--- src/hw/sbo_defines.svh ---
// Purpose: Constants for the storage barrier ordering block.
// Assumes: Included by its bare name from the top module and the bench files.
// Notes:   Offsets, fields, resets and timing counts live here.
//
// How it works
// - Older accesses perform before younger ones, per set
// - Heavyweight completes after older work, blocks younger issue
// - Completion needs only appearance, not storage performance
// - Variant 0 heavy, 1 light, 2 page-table
// - Heavyweight orders every access, any attribute
// - Foreign-partition barriers are ignored
// - Heavyweight blocks combining for inhibited/write-through
// - Heavyweight is cumulative, broadcast to all elements
// - Lightweight orders coherence-required accesses like heavyweight
// - Lightweight ignores inhibited or write-through accesses
// - Lightweight is local only, not cumulative
// - I/O barrier waits for older accesses completed
// - I/O barrier orders two sets independently; here an access in either set waits for both sets to drain
// - I/O barrier blocks combining for inhibited/write-through
// - I/O barrier cumulative only for plain coherent storage
// - Inhibited guarded stores always in program order
// - I/O barrier also stalls the other thread
// - Differing attribute classes stay unordered
// - Accesses keep their side of the barrier
// - Fetch barrier stalls both threads, flushes issuer
`ifndef SBO_DEFINES_SVH
`define SBO_DEFINES_SVH

// ----------------------------------------------------------------
// Register offsets (byte addresses)
// ----------------------------------------------------------------
`define SBO_OFF_CTRL    12'h000
`define SBO_OFF_PART    12'h004
`define SBO_OFF_STATUS  12'h008
`define SBO_OFF_COUNT   12'h00c

// ----------------------------------------------------------------
// Control fields and reset values
// ----------------------------------------------------------------
`define SBO_CTRL_EN_BIT     0
`define SBO_CTRL_SERL_BIT   1
`define SBO_CTRL_RESET      32'h0000_0003
`define SBO_PART_RESET      8'h00

// ----------------------------------------------------------------
// Barrier variant codes
// ----------------------------------------------------------------
`define SBO_VAR_HEAVY   2'h0
`define SBO_VAR_LIGHT   2'h1
`define SBO_VAR_PTE     2'h2

// ----------------------------------------------------------------
// Timing
// ----------------------------------------------------------------
`define SBO_CLK_NS      50
`define SBO_DRAIN_NS    100
`define SBO_DRAIN_CYC   ((`SBO_DRAIN_NS + `SBO_CLK_NS - 1) / `SBO_CLK_NS)

`endif

--- src/hw/sbo_pkg.sv ---
// Purpose: Types shared by the storage barrier ordering block.
// Assumes: Nothing beyond the defines header.
// Notes:   Holds only types.
package sbo_pkg;
    // Kind of barrier instruction presented by the pipeline
    typedef enum logic [1:0] {
        SBO_BK_NONE,
        SBO_BK_SYNC,
        SBO_BK_IO,
        SBO_BK_FETCH
    } sbo_kind_e;

    // Storage attributes carried by each pending access
    typedef struct packed {
        logic inh;   // Caching-inhibited
        logic wt;    // Write-through-required
        logic grd;   // Guarded
        logic coh;   // Coherence-required
    } sbo_attr_s;

    // Barrier engine states
    typedef enum logic [1:0] {
        SBO_ST_IDLE,
        SBO_ST_DRAIN,
        SBO_ST_BCAST,
        SBO_ST_DONE
    } sbo_state_e;
endpackage

--- src/hw/sbo_cls_if.sv ---
// Purpose: Carries an access's attributes and its ordering classes.
// Assumes: Used between the top and its classifier.
// Notes:   Purely combinational signal bundle.
`timescale 1ns/100ps
`default_nettype none
interface sbo_cls_if;
    import sbo_pkg::*;
    sbo_attr_s attr;      // Attributes of the access
    logic      is_store;  // Access is a store
    logic      set_io;    // Member of the first I/O set
    logic      set_coh;   // Member of the second I/O set
    logic      lw_ord;    // Ordered by the lightweight barrier
    logic      nocomb;    // Combining forbidden across barrier
    modport src (output attr, output is_store,
                 input set_io, input set_coh, input lw_ord, input nocomb);
    modport cls (input attr, input is_store,
                 output set_io, output set_coh, output lw_ord, output nocomb);
endinterface
`default_nettype wire

--- src/hw/sbo_classify.sv ---
// Purpose: Sorts one access into its barrier ordering sets.
// Assumes: Attributes are tagged on the access by the pipeline.
// Notes:   Combinational; one instance derives every class of the presented access.
`timescale 1ns/100ps
`default_nettype none
module sbo_classify
    import sbo_pkg::*;
(
    sbo_cls_if.cls c
);
    // ------------------------------------------------------------
    // Set decode
    // ------------------------------------------------------------
    // Guarded inhibited loads/stores plus write-through stores share one set
    assign c.set_io  = (c.attr.inh & c.attr.grd) | (c.attr.wt & c.is_store);
    // Plain coherent stores form the second set
    assign c.set_coh = c.attr.coh & ~c.attr.inh & ~c.attr.wt & c.is_store;
    // Lightweight orders coherent accesses that are neither inhibited nor WT
    assign c.lw_ord  = c.attr.coh & ~c.attr.inh & ~c.attr.wt;
    // Combining forbidden for inhibited loads, inhibited or WT stores
    assign c.nocomb  = c.attr.inh | (c.attr.wt & c.is_store);
endmodule
`default_nettype wire

--- src/hw/sbo_top.sv ---
// Purpose: Storage barrier ordering for a two-thread control processor core.
// Assumes: Pipeline presents barriers and access issue requests per thread;
//          storage side reports outstanding counts per class.
// Notes:   Registers over APB; one core clock, asynchronous reset.
`timescale 1ns/100ps
`default_nettype none
`include "sbo_defines.svh"
module sbo_top
    import sbo_pkg::*;
#(
    parameter int PART_W = 8              // Partition id width
)(
    input  wire logic              CORE_CLK_I,     // Core clock
    input  wire logic              ARST_N_I,       // Async reset, low
    // APB slave
    input  wire logic              PSEL_I,         // Select
    input  wire logic              PENABLE_I,      // Access phase
    input  wire logic              PWRITE_I,       // Write
    input  wire logic [11:0]       PADDR_I,        // Byte address
    input  wire logic [31:0]       PWDATA_I,       // Write data
    output logic                   PREADY_O,       // Ready
    output logic [31:0]            PRDATA_O,       // Read data
    output logic                   PSLVERR_O,      // Error
    // Barrier request from the pipeline
    input  wire logic              BAR_VALID_I,    // Barrier presented
    input  wire logic              BAR_TID_I,      // Issuing thread
    input  wire logic [1:0]        BAR_KIND_I,     // sbo_kind_e code
    input  wire logic [1:0]        BAR_VAR_I,      // Variant field
    output logic                   BAR_DONE_O,     // Barrier completed
    // Younger access asking to issue
    input  wire logic              ACC_VALID_I,    // Access wants to go
    input  wire logic              ACC_TID_I,      // Thread of access
    input  wire logic              ACC_STORE_I,    // Store, else load
    input  wire logic [3:0]        ACC_ATTR_I,     // inh,wt,grd,coh
    output logic                   ACC_GO_O,       // Access may issue
    output logic                   ACC_NOCOMB_O,   // Do not combine it
    // Outstanding older accesses, per thread and class
    input  wire logic [1:0]        PEND_IO_I,      // Set one busy
    input  wire logic [1:0]        PEND_COH_I,     // Set two busy
    input  wire logic [1:0]        PEND_ANY_I,     // Any access busy
    input  wire logic [1:0]        PEND_CIG_ST_I,  // Inhibited guarded store busy
    input  wire logic [1:0]        INSTR_BUSY_I,   // Older instructions unfinished
    // System bus broadcast for cumulative barriers
    output logic                   BC_VALID_O,     // Broadcast request
    output logic [PART_W-1:0]      BC_PART_O,      // Partition of issuer
    output logic                   BC_COH_ONLY_O,  // Cumulative for coherent only
    input  wire logic              BC_ACK_I,       // Bus acknowledged
    // Barrier snooped from other elements
    input  wire logic              SNP_VALID_I,    // Remote barrier seen
    input  wire logic [PART_W-1:0] SNP_PART_I,     // Remote partition
    output logic                   SNP_HONOR_O,    // Remote barrier honoured
    // Issue control to the pipeline
    output logic [1:0]             ISSUE_STALL_O,  // Per-thread issue stall
    output logic                   FLUSH_O,        // Discard prefetch
    output logic                   FLUSH_TID_O     // Thread to flush
);
    // ------------------------------------------------------------
    // Declarations
    // ------------------------------------------------------------
    sbo_state_e          st_r;          // Engine state
    sbo_state_e          st_nxt;        // Next state
    sbo_kind_e           kind_r;        // Kind being held
    logic [1:0]          var_r;         // Variant being held
    logic                tid_r;         // Issuing thread held
    logic                en_r;          // Block enable
    logic                serl_r;        // Serialise other thread on I/O
    logic [PART_W-1:0]   part_r;        // Own partition
    logic [15:0]         cnt_r;         // Barriers completed
    logic [7:0]          drain_r;       // Drain settle counter
    logic                drained;       // Older work has appeared done
    logic                need_bc;       // Barrier needs broadcast
    logic                apb_wr;        // APB write strobe
    logic                apb_rd;        // APB read strobe
    logic                addr_ok;       // Mapped address
    logic                busy;          // Barrier in flight
    logic                fl_r;          // Flush pulse
    logic                blk_acc;       // Access held back
    sbo_kind_e           bkind;         // Decoded kind input
    // Reset image of the control register, split into its bits below
    localparam logic [31:0] ctrl_rst = `SBO_CTRL_RESET;

    sbo_cls_if cif ();                  // Classification of the access

    // ------------------------------------------------------------
    // Access classification
    // ------------------------------------------------------------
    // Each access arrives tagged with its four attributes
    assign cif.attr     = ACC_ATTR_I;
    assign cif.is_store = ACC_STORE_I;

    sbo_classify u_cls (
        .c (cif.cls)
    );

    // ------------------------------------------------------------
    // APB decode
    // ------------------------------------------------------------
    assign apb_wr    = PSEL_I & PENABLE_I & PWRITE_I;
    assign apb_rd    = PSEL_I & ~PWRITE_I;
    assign addr_ok   = (PADDR_I == `SBO_OFF_CTRL) | (PADDR_I == `SBO_OFF_PART) |
                       (PADDR_I == `SBO_OFF_STATUS) | (PADDR_I == `SBO_OFF_COUNT);
    // Zero-wait slave: every transfer ends in its first access cycle,
    // so read data must already stand when the access phase begins
    assign PREADY_O  = 1'b1;
    assign PSLVERR_O = PSEL_I & PENABLE_I & ~addr_ok;

    // Control register write
    always_ff @(posedge CORE_CLK_I or negedge ARST_N_I) begin
        if (!ARST_N_I) begin
            en_r   <= ctrl_rst[`SBO_CTRL_EN_BIT];
            serl_r <= ctrl_rst[`SBO_CTRL_SERL_BIT];
        end else if (apb_wr && PADDR_I == `SBO_OFF_CTRL) begin
            en_r   <= PWDATA_I[`SBO_CTRL_EN_BIT];
            serl_r <= PWDATA_I[`SBO_CTRL_SERL_BIT];
        end
    end

    // Partition register write
    always_ff @(posedge CORE_CLK_I or negedge ARST_N_I) begin
        if (!ARST_N_I) begin
            part_r <= PART_W'(`SBO_PART_RESET);
        end else if (apb_wr && PADDR_I == `SBO_OFF_PART) begin
            part_r <= PWDATA_I[PART_W-1:0];
        end
    end

    // Read data register, loaded in the setup cycle
    always_ff @(posedge CORE_CLK_I or negedge ARST_N_I) begin
        if (!ARST_N_I) begin
            PRDATA_O <= 32'h0;
        end else if (apb_rd && !PENABLE_I) begin
            case (PADDR_I)
                `SBO_OFF_CTRL:   PRDATA_O <= {30'h0, serl_r, en_r};
                `SBO_OFF_PART:   PRDATA_O <= 32'(part_r);
                `SBO_OFF_STATUS: PRDATA_O <= {24'h0, ISSUE_STALL_O, var_r,
                                              kind_r, st_r};
                `SBO_OFF_COUNT:  PRDATA_O <= {16'h0, cnt_r};
                default:         PRDATA_O <= 32'h0;
            endcase
        end
    end

    // ------------------------------------------------------------
    // Barrier engine
    // ------------------------------------------------------------
    assign bkind = sbo_kind_e'(BAR_KIND_I);
    assign busy  = (st_r != SBO_ST_IDLE);

    // Decide when older work appears complete for the held barrier
    // Heavy completion waits only for older instructions to look done;
    // storage may still be performing their accesses at that point
    always_comb begin
        drained = 1'b0;
        case (kind_r)
            SBO_BK_SYNC: begin
                // Heavy needs only appearance of completion, not storage performance; light waits for set two to drain
                if (var_r == `SBO_VAR_LIGHT) begin
                    drained = ~PEND_COH_I[tid_r];
                end else begin
                    drained = ~INSTR_BUSY_I[tid_r];
                end
            end
            // Older main-storage accesses completed in both sets
            SBO_BK_IO:    drained = ~PEND_IO_I[tid_r] & ~PEND_COH_I[tid_r];
            SBO_BK_FETCH: drained = ~INSTR_BUSY_I[0] & ~INSTR_BUSY_I[1];
            default:      drained = 1'b1;
        endcase
    end

    // Only heavyweight, page-table and I/O barriers go out on the bus
    // The light barrier is local to this core, so no other element sees it
    assign need_bc = (kind_r == SBO_BK_IO) ||
                     (kind_r == SBO_BK_SYNC && var_r != `SBO_VAR_LIGHT);

    // Next state
    always_comb begin
        st_nxt = st_r;
        case (st_r)
            SBO_ST_IDLE:  if (BAR_VALID_I && en_r && bkind != SBO_BK_NONE) begin
                st_nxt = SBO_ST_DRAIN;
            end
            SBO_ST_DRAIN: if (drained && drain_r == 8'h0) begin
                st_nxt = need_bc ? SBO_ST_BCAST : SBO_ST_DONE;
            end
            SBO_ST_BCAST: if (BC_ACK_I) begin
                st_nxt = SBO_ST_DONE;
            end
            SBO_ST_DONE:  st_nxt = SBO_ST_IDLE;
            default:      st_nxt = SBO_ST_IDLE;
        endcase
    end

    // State register
    always_ff @(posedge CORE_CLK_I or negedge ARST_N_I) begin
        if (!ARST_N_I) begin
            st_r <= SBO_ST_IDLE;
        end else begin
            st_r <= st_nxt;
        end
    end

    // Capture the barrier on acceptance
    always_ff @(posedge CORE_CLK_I or negedge ARST_N_I) begin
        if (!ARST_N_I) begin
            kind_r <= SBO_BK_NONE;
            var_r  <= `SBO_VAR_HEAVY;
            tid_r  <= 1'b0;
        end else if (st_r == SBO_ST_IDLE && st_nxt == SBO_ST_DRAIN) begin
            kind_r <= bkind;
            var_r  <= BAR_VAR_I;
            tid_r  <= BAR_TID_I;
        end
    end

    // Minimum settle time before the drain may be declared
    always_ff @(posedge CORE_CLK_I or negedge ARST_N_I) begin
        if (!ARST_N_I) begin
            drain_r <= 8'h0;
        end else if (st_r == SBO_ST_IDLE) begin
            drain_r <= 8'(`SBO_DRAIN_CYC - 1);
        end else if (drain_r != 8'h0) begin
            drain_r <= drain_r - 8'h1;
        end
    end

    // Completed barrier count
    always_ff @(posedge CORE_CLK_I or negedge ARST_N_I) begin
        if (!ARST_N_I) begin
            cnt_r <= 16'h0;
        end else if (st_r == SBO_ST_DONE) begin
            cnt_r <= cnt_r + 16'h1;
        end
    end

    // Fetch barrier flushes the issuing thread once on acceptance
    always_ff @(posedge CORE_CLK_I or negedge ARST_N_I) begin
        if (!ARST_N_I) begin
            fl_r <= 1'b0;
        end else begin
            fl_r <= (st_r == SBO_ST_IDLE) && (st_nxt == SBO_ST_DRAIN) &&
                    (bkind == SBO_BK_FETCH);
        end
    end

    assign FLUSH_O       = fl_r;
    assign FLUSH_TID_O   = tid_r;
    assign BAR_DONE_O    = (st_r == SBO_ST_DONE);

    // ------------------------------------------------------------
    // Cumulative broadcast and snoop
    // ------------------------------------------------------------
    assign BC_VALID_O    = (st_r == SBO_ST_BCAST);
    assign BC_PART_O     = part_r;
    assign BC_COH_ONLY_O = (kind_r == SBO_BK_IO);
    // Remote barriers from other partitions are dropped
    assign SNP_HONOR_O   = SNP_VALID_I && (SNP_PART_I == part_r);

    // ------------------------------------------------------------
    // Issue gating
    // ------------------------------------------------------------
    // Per-thread stall of new instruction issue
    always_comb begin
        ISSUE_STALL_O = 2'b00;
        if (busy && st_r != SBO_ST_DONE) begin
            case (kind_r)
                SBO_BK_FETCH: ISSUE_STALL_O = 2'b11;
                SBO_BK_SYNC:  if (var_r != `SBO_VAR_LIGHT) begin
                    ISSUE_STALL_O[tid_r] = 1'b1;
                end
                default:      ISSUE_STALL_O = 2'b00;
            endcase
        end
    end

    // Whether the presented younger access must wait
    // An I/O barrier holds the issuer's accesses only inside one of its two sets;
    // that thread's other traffic keeps flowing, while serl_r holds the other thread
    always_comb begin
        blk_acc = 1'b0;
        // Program order for inhibited guarded stores, barrier or not
        if (ACC_STORE_I && cif.attr.inh && cif.attr.grd && PEND_CIG_ST_I[ACC_TID_I]) begin
            blk_acc = 1'b1;
        end
        if (busy && st_r != SBO_ST_DONE) begin
            case (kind_r)
                SBO_BK_SYNC: begin
                    if (var_r == `SBO_VAR_LIGHT) begin
                        // Only own thread, only coherent cacheable accesses
                        blk_acc = blk_acc | ((ACC_TID_I == tid_r) & cif.lw_ord);
                    end else if (ACC_TID_I == tid_r) begin
                        blk_acc = 1'b1;
                    end
                end
                SBO_BK_IO: begin
                    if (ACC_TID_I == tid_r) begin
                        // Only accesses in a set are held; others pass freely
                        blk_acc = blk_acc | cif.set_io | cif.set_coh;
                    end else begin
                        blk_acc = blk_acc | serl_r;
                    end
                end
                SBO_BK_FETCH: blk_acc = 1'b1;
                default:      blk_acc = blk_acc;
            endcase
        end
    end

    assign ACC_GO_O     = ACC_VALID_I & ~blk_acc;
    // Combining forbidden for marked classes near a barrier
    assign ACC_NOCOMB_O = ACC_VALID_I & cif.nocomb & (busy | BAR_VALID_I);

endmodule
`default_nettype wire

--- config.mk ---
export PLATFORM = sky130hd
export DESIGN_NAME = sbo_top
export DESIGN_NICKNAME = d
export VERILOG_FILES = /design/src/hw/sbo_pkg.sv /design/src/hw/sbo_cls_if.sv /design/src/hw/sbo_classify.sv /design/src/hw/sbo_top.sv
export VERILOG_INCLUDE_DIRS = /design/src /design/src/hw
export SDC_FILE = /design/constraint.sdc
export NUM_CORES = 1
export LEC_CHECK = 0
export BUFFER_PORTS_ARGS = -buffer_cell sky130_fd_sc_hd__buf_2
export CORE_ASPECT_RATIO = 1.5
export CORE_UTILIZATION = 45
export CTS_BUF_LIST = sky130_fd_sc_hd__clkbuf_2 sky130_fd_sc_hd__clkbuf_4 sky130_fd_sc_hd__clkbuf_8
export CTS_CLUSTER_SIZE = 20
export DETAILED_ROUTE_END_ITERATION = 7
export PLACE_DENSITY = 0.78
export SLEW_MARGIN = 20
export SYNTH_ARGS = -nofsm -noshare
export SYNTH_HDL_FRONTEND = slang
export SYNTH_HIERARCHICAL = 1
export SYNTH_SLANG_ARGS = --single-unit
--- constraint.sdc ---
create_clock -name CORE_CLK_I -period 2 [get_ports CORE_CLK_I]
set_clock_uncertainty 0.15 [all_clocks]
set_input_delay 0.1 -clock CORE_CLK_I [delete_from_list [all_inputs] [get_ports CORE_CLK_I]]
set_output_delay 0.1 -clock CORE_CLK_I [all_outputs]
set_load 0.005 [all_outputs]
==> impl_results.md <==
* Cell area power density at approximately 960 nW/µm²
* Reg clk slew, reported paths at about 0.07 ns
* Grt total ovfl at 0
* I/O Pins at 134
* DRC at 0
* Die Area at 7730 µm²
* Synth area leader: dfrtp_1
* Compound-Gate Fraction of Synth Area at 10.8%
* Top cells by count, synth: dfrtp_1 (56), nand2_1 (26), nor2_1 (23), buf_4 (18), xnor2_1 (17)
* Routed Antenna Nets at 0
* R2R Path Start: kind_r[1]
* Routed WL per cell at between 10 and 15 µm
* Site row count at 38
* # port buffers at 90
* Core Area at just over 7000 µm²
* Reg-to-reg critical path endpoint: st_r[1]
* Peak supply drop at between 0.4 and 0.5 mV
* Hold path start: PADDR_I[2]
* Share of flip-flops with an asynchronous set or reset at 100%
* Die height at ~110 µm
* R2r worst-path depth at 4
* Area delta synth->final at 33.1%
* First-pass GRT wire length at approximately 14000 µm
* Synth Flop Type: dfrtp_1
* Netlist cell types at 54
* Placer Congestion at around 0.84
* Worst-skew pair later-pin latency at about 0.34 ns
* FMAX at 0.503 GHz
* XOR/XNOR Fraction of Synth Area at approximately 7.7%
* Slew Viols, Final at 0
* WHS Endpoint: PRDATA_O[7]
* Slowest stage cell, crit path: or4_4
* Vias in the first global route at roughly 2900
* Fin crit period at slightly below 2 ns
* Max incr delay on CP at approximately 0.49 ns
* Reg2reg setup slack at 0.01 ns
* Synth area leaders: dfrtp_1 (42%), xnor2_1 (4.5%), buf_4 (4.1%), mux2_1 (3.4%), xor2_1 (3.2%)
* Worst hold path class: input pin to register
* Status: finished clean
* Mapped Cells at approximately 310
* Worst Max-Slew Pin Slew at 0.584 ns
* Adder-Cell Fraction of Synth Area at around 2.6%
* Initial antenna violation count at 0
* H-tree Lvls at 3
* Mux cell area share after synthesis at under 10%
* Root Driver: clkbuf_8
* Post-synth EDFFs at 0
* Clock tree from TritonCTS: yes
* Part of the cycle the worst path needs at just under 100%
* Critical path startpoint category: register
* RSZ-0062 raised after global routing: true
* #FFs+latches synth at 58
* Dpl hpwl at a little over 6000 µm
* Clock Path Buffers at 2
* Avg Vias per Cell at 5.12
* Main combinational cell family by area after synthesis: simple AND/OR/NAND/NOR gates
* Synth top area share at 42.2%
* Num CTS Buffers at 9
* Final setup fails at 0
* Crit Path Category: register to register
* Critical path cell sequence: nor4bb_1, or4_4, or3_4, a221o_1
* Synthesis Warnings at 6
* Relative slew slack at 60.0%
* Critical Path RT at ~2.1 ns
* Avg Synthesized Cell Area at approximately 11 µm²
* Sequential share of the synthesized area at 43.8%
* Crit Path Max Fanout at 3
* Initial core utilization at 46.2%
* Pleak at 2.20 nW
* # nets final at around 540
* Post-Layout Cell Count at about 560
* Netlist Area Pre-Place at about 3300 µm²
* Layout cells sized above 1 at 36.5%
* Overall Global Routing Usage at 23.2%
* CP endpoint kind: register
* Worst Path Buf+Inv at 0
* Final wirelength at 8320 µm
* Hold depth at 3
* Placed Instances at about 520
* Chip width at a little over 70 µm
* Most frequent cell after synthesis: dfrtp_1
* Overall Power at between 4 and 5 mW
* CP top delay family: simple AND/OR/NAND/NOR gates
* Simple-gate area share of the yosys netlist at between 10% and 20%
* CP Data Arrival Time at about 2 ns
* Final setup TNS at 0 ns
* Initial DRC count at 110
* Clock net sink count at 58
* Pre-Repair DR Iteration Count at 4
* Final Hold Vio Count at 0
* Vias at 2858
* N_diodes at 0
* Largest net degree at the start of global routing at 29
* Number of max-cap violations at 0
-- cells in the final DEF, fill, tap and decap left out, types with 8 or more instances in the layout --
cell / count
buf_2: 90
dfrtp_1: 54
nand2_1: 26
buf_4: 25
nor2_1: 23
dlygate4sd3_1: 22
conb_1: 17
xnor2_1: 16
inv_1: 12
xor2_1: 12
a21oi_1: 11
mux2_1: 10
clkbuf_8: 10
nand4_1: 9
a22o_1: 8
-- cells by family after synthesis --
family | after synthesis
AO/OA/AOI/OAI | 51
buffers and inverters | 37
adder cells (fa/ha/maj) | 7
AND/OR/NAND/NOR | 104
flip-flops | 58
other | 2
XOR/XNOR | 29
multiplexers | 26
-- registers in the layout, indices dropped and copies added, names as in the netlist --
name / cells
serl_r: 1
var_r: 2
FLUSH_O: 1
drain_r: 8
st_r: 2
PRDATA_O: 16
cnt_r: 16
FLUSH_TID_O: 1
BC_PART_O: 8
en_r: 1
kind_r: 2
-- cell type report --
type,instances,area (µm²)
Tap cell,100,125
Timing Repair Buffer,138,878
Clock buffer,11,145
Multi-Input combinational cell,234,1740
Fill cell,589,2760
Inverter,12,45.0
Sequential cell,58,1460
Clock inverter,5,30.0
-- through the flow --
step	setup slack, ns	hold WS [ns]	utilization [%]	area, µm²
floorplan	-0.0219	-0.346	-	3380
global placement	0.0166	-0.0127	54.9	3940
detailed placement	-0.0149	-0.00566	54.9	3940
CTS	0.000670	0.0329	60.7	4360
global route	-0.0525	0.0569	61.5	4420
finish	0.0116	0.0427	61.5	4420
-- where the power goes --
part | total (mW) | internal, mW | switching, mW
registers | 1.52 | 1.34 | 0.180
clock network | 0.948 | 0.490 | 0.458
logic | 1.76 | 0.906 | 0.853
-- worst max path at each step --
stage            startpoint           to  slack [ns]  cells past startpoint
2_1_floorplan     kind_r[0]      st_r[1]       -0.02                      5
5_1_grt        BC_PART_O[0]  SNP_HONOR_O       -0.05                      5
3_5_place_dp      kind_r[1]      st_r[1]       -0.01                      4
6_report          kind_r[1]      st_r[1]        0.01                      4
4_1_cts           kind_r[1]      st_r[1]      0.0007                      4
3_3_place_gp      kind_r[1]      st_r[1]        0.02                      4
-- routing by layer --
metal | GRT usage (%) | vias up | part of all wire, % | wire, µm
met4 | 10.8 | 0 | 2.7 | 227
met3 | 5.55 | 20 | 4.4 | 368
met1 | 25.2 | 1378 | 39 | 3250
met2 | 41.4 | 90 | 54 | 4480
li1 | - | 1370 | - | -
met5 | 0 | - | 0 | 0
-- what timing repair did --
item / CTS / global route
setup endpoints to repair: 2 / 14
hold buffers: 22 / 0
gates resized for setup: 0 / 13
pin swaps: 1 / 2
setup buffers: 3 / 2
hold endpoints to repair: 44 / 0
-- worst register-to-register path, cell delays in order (launching register included) --
cell,delay (ns)
dfrtp_1,0.39
nor4bb_1,0.15
or4_4,0.49
or3_4,0.40
a221o_1,0.30
(Power assumes the default switching activity.)
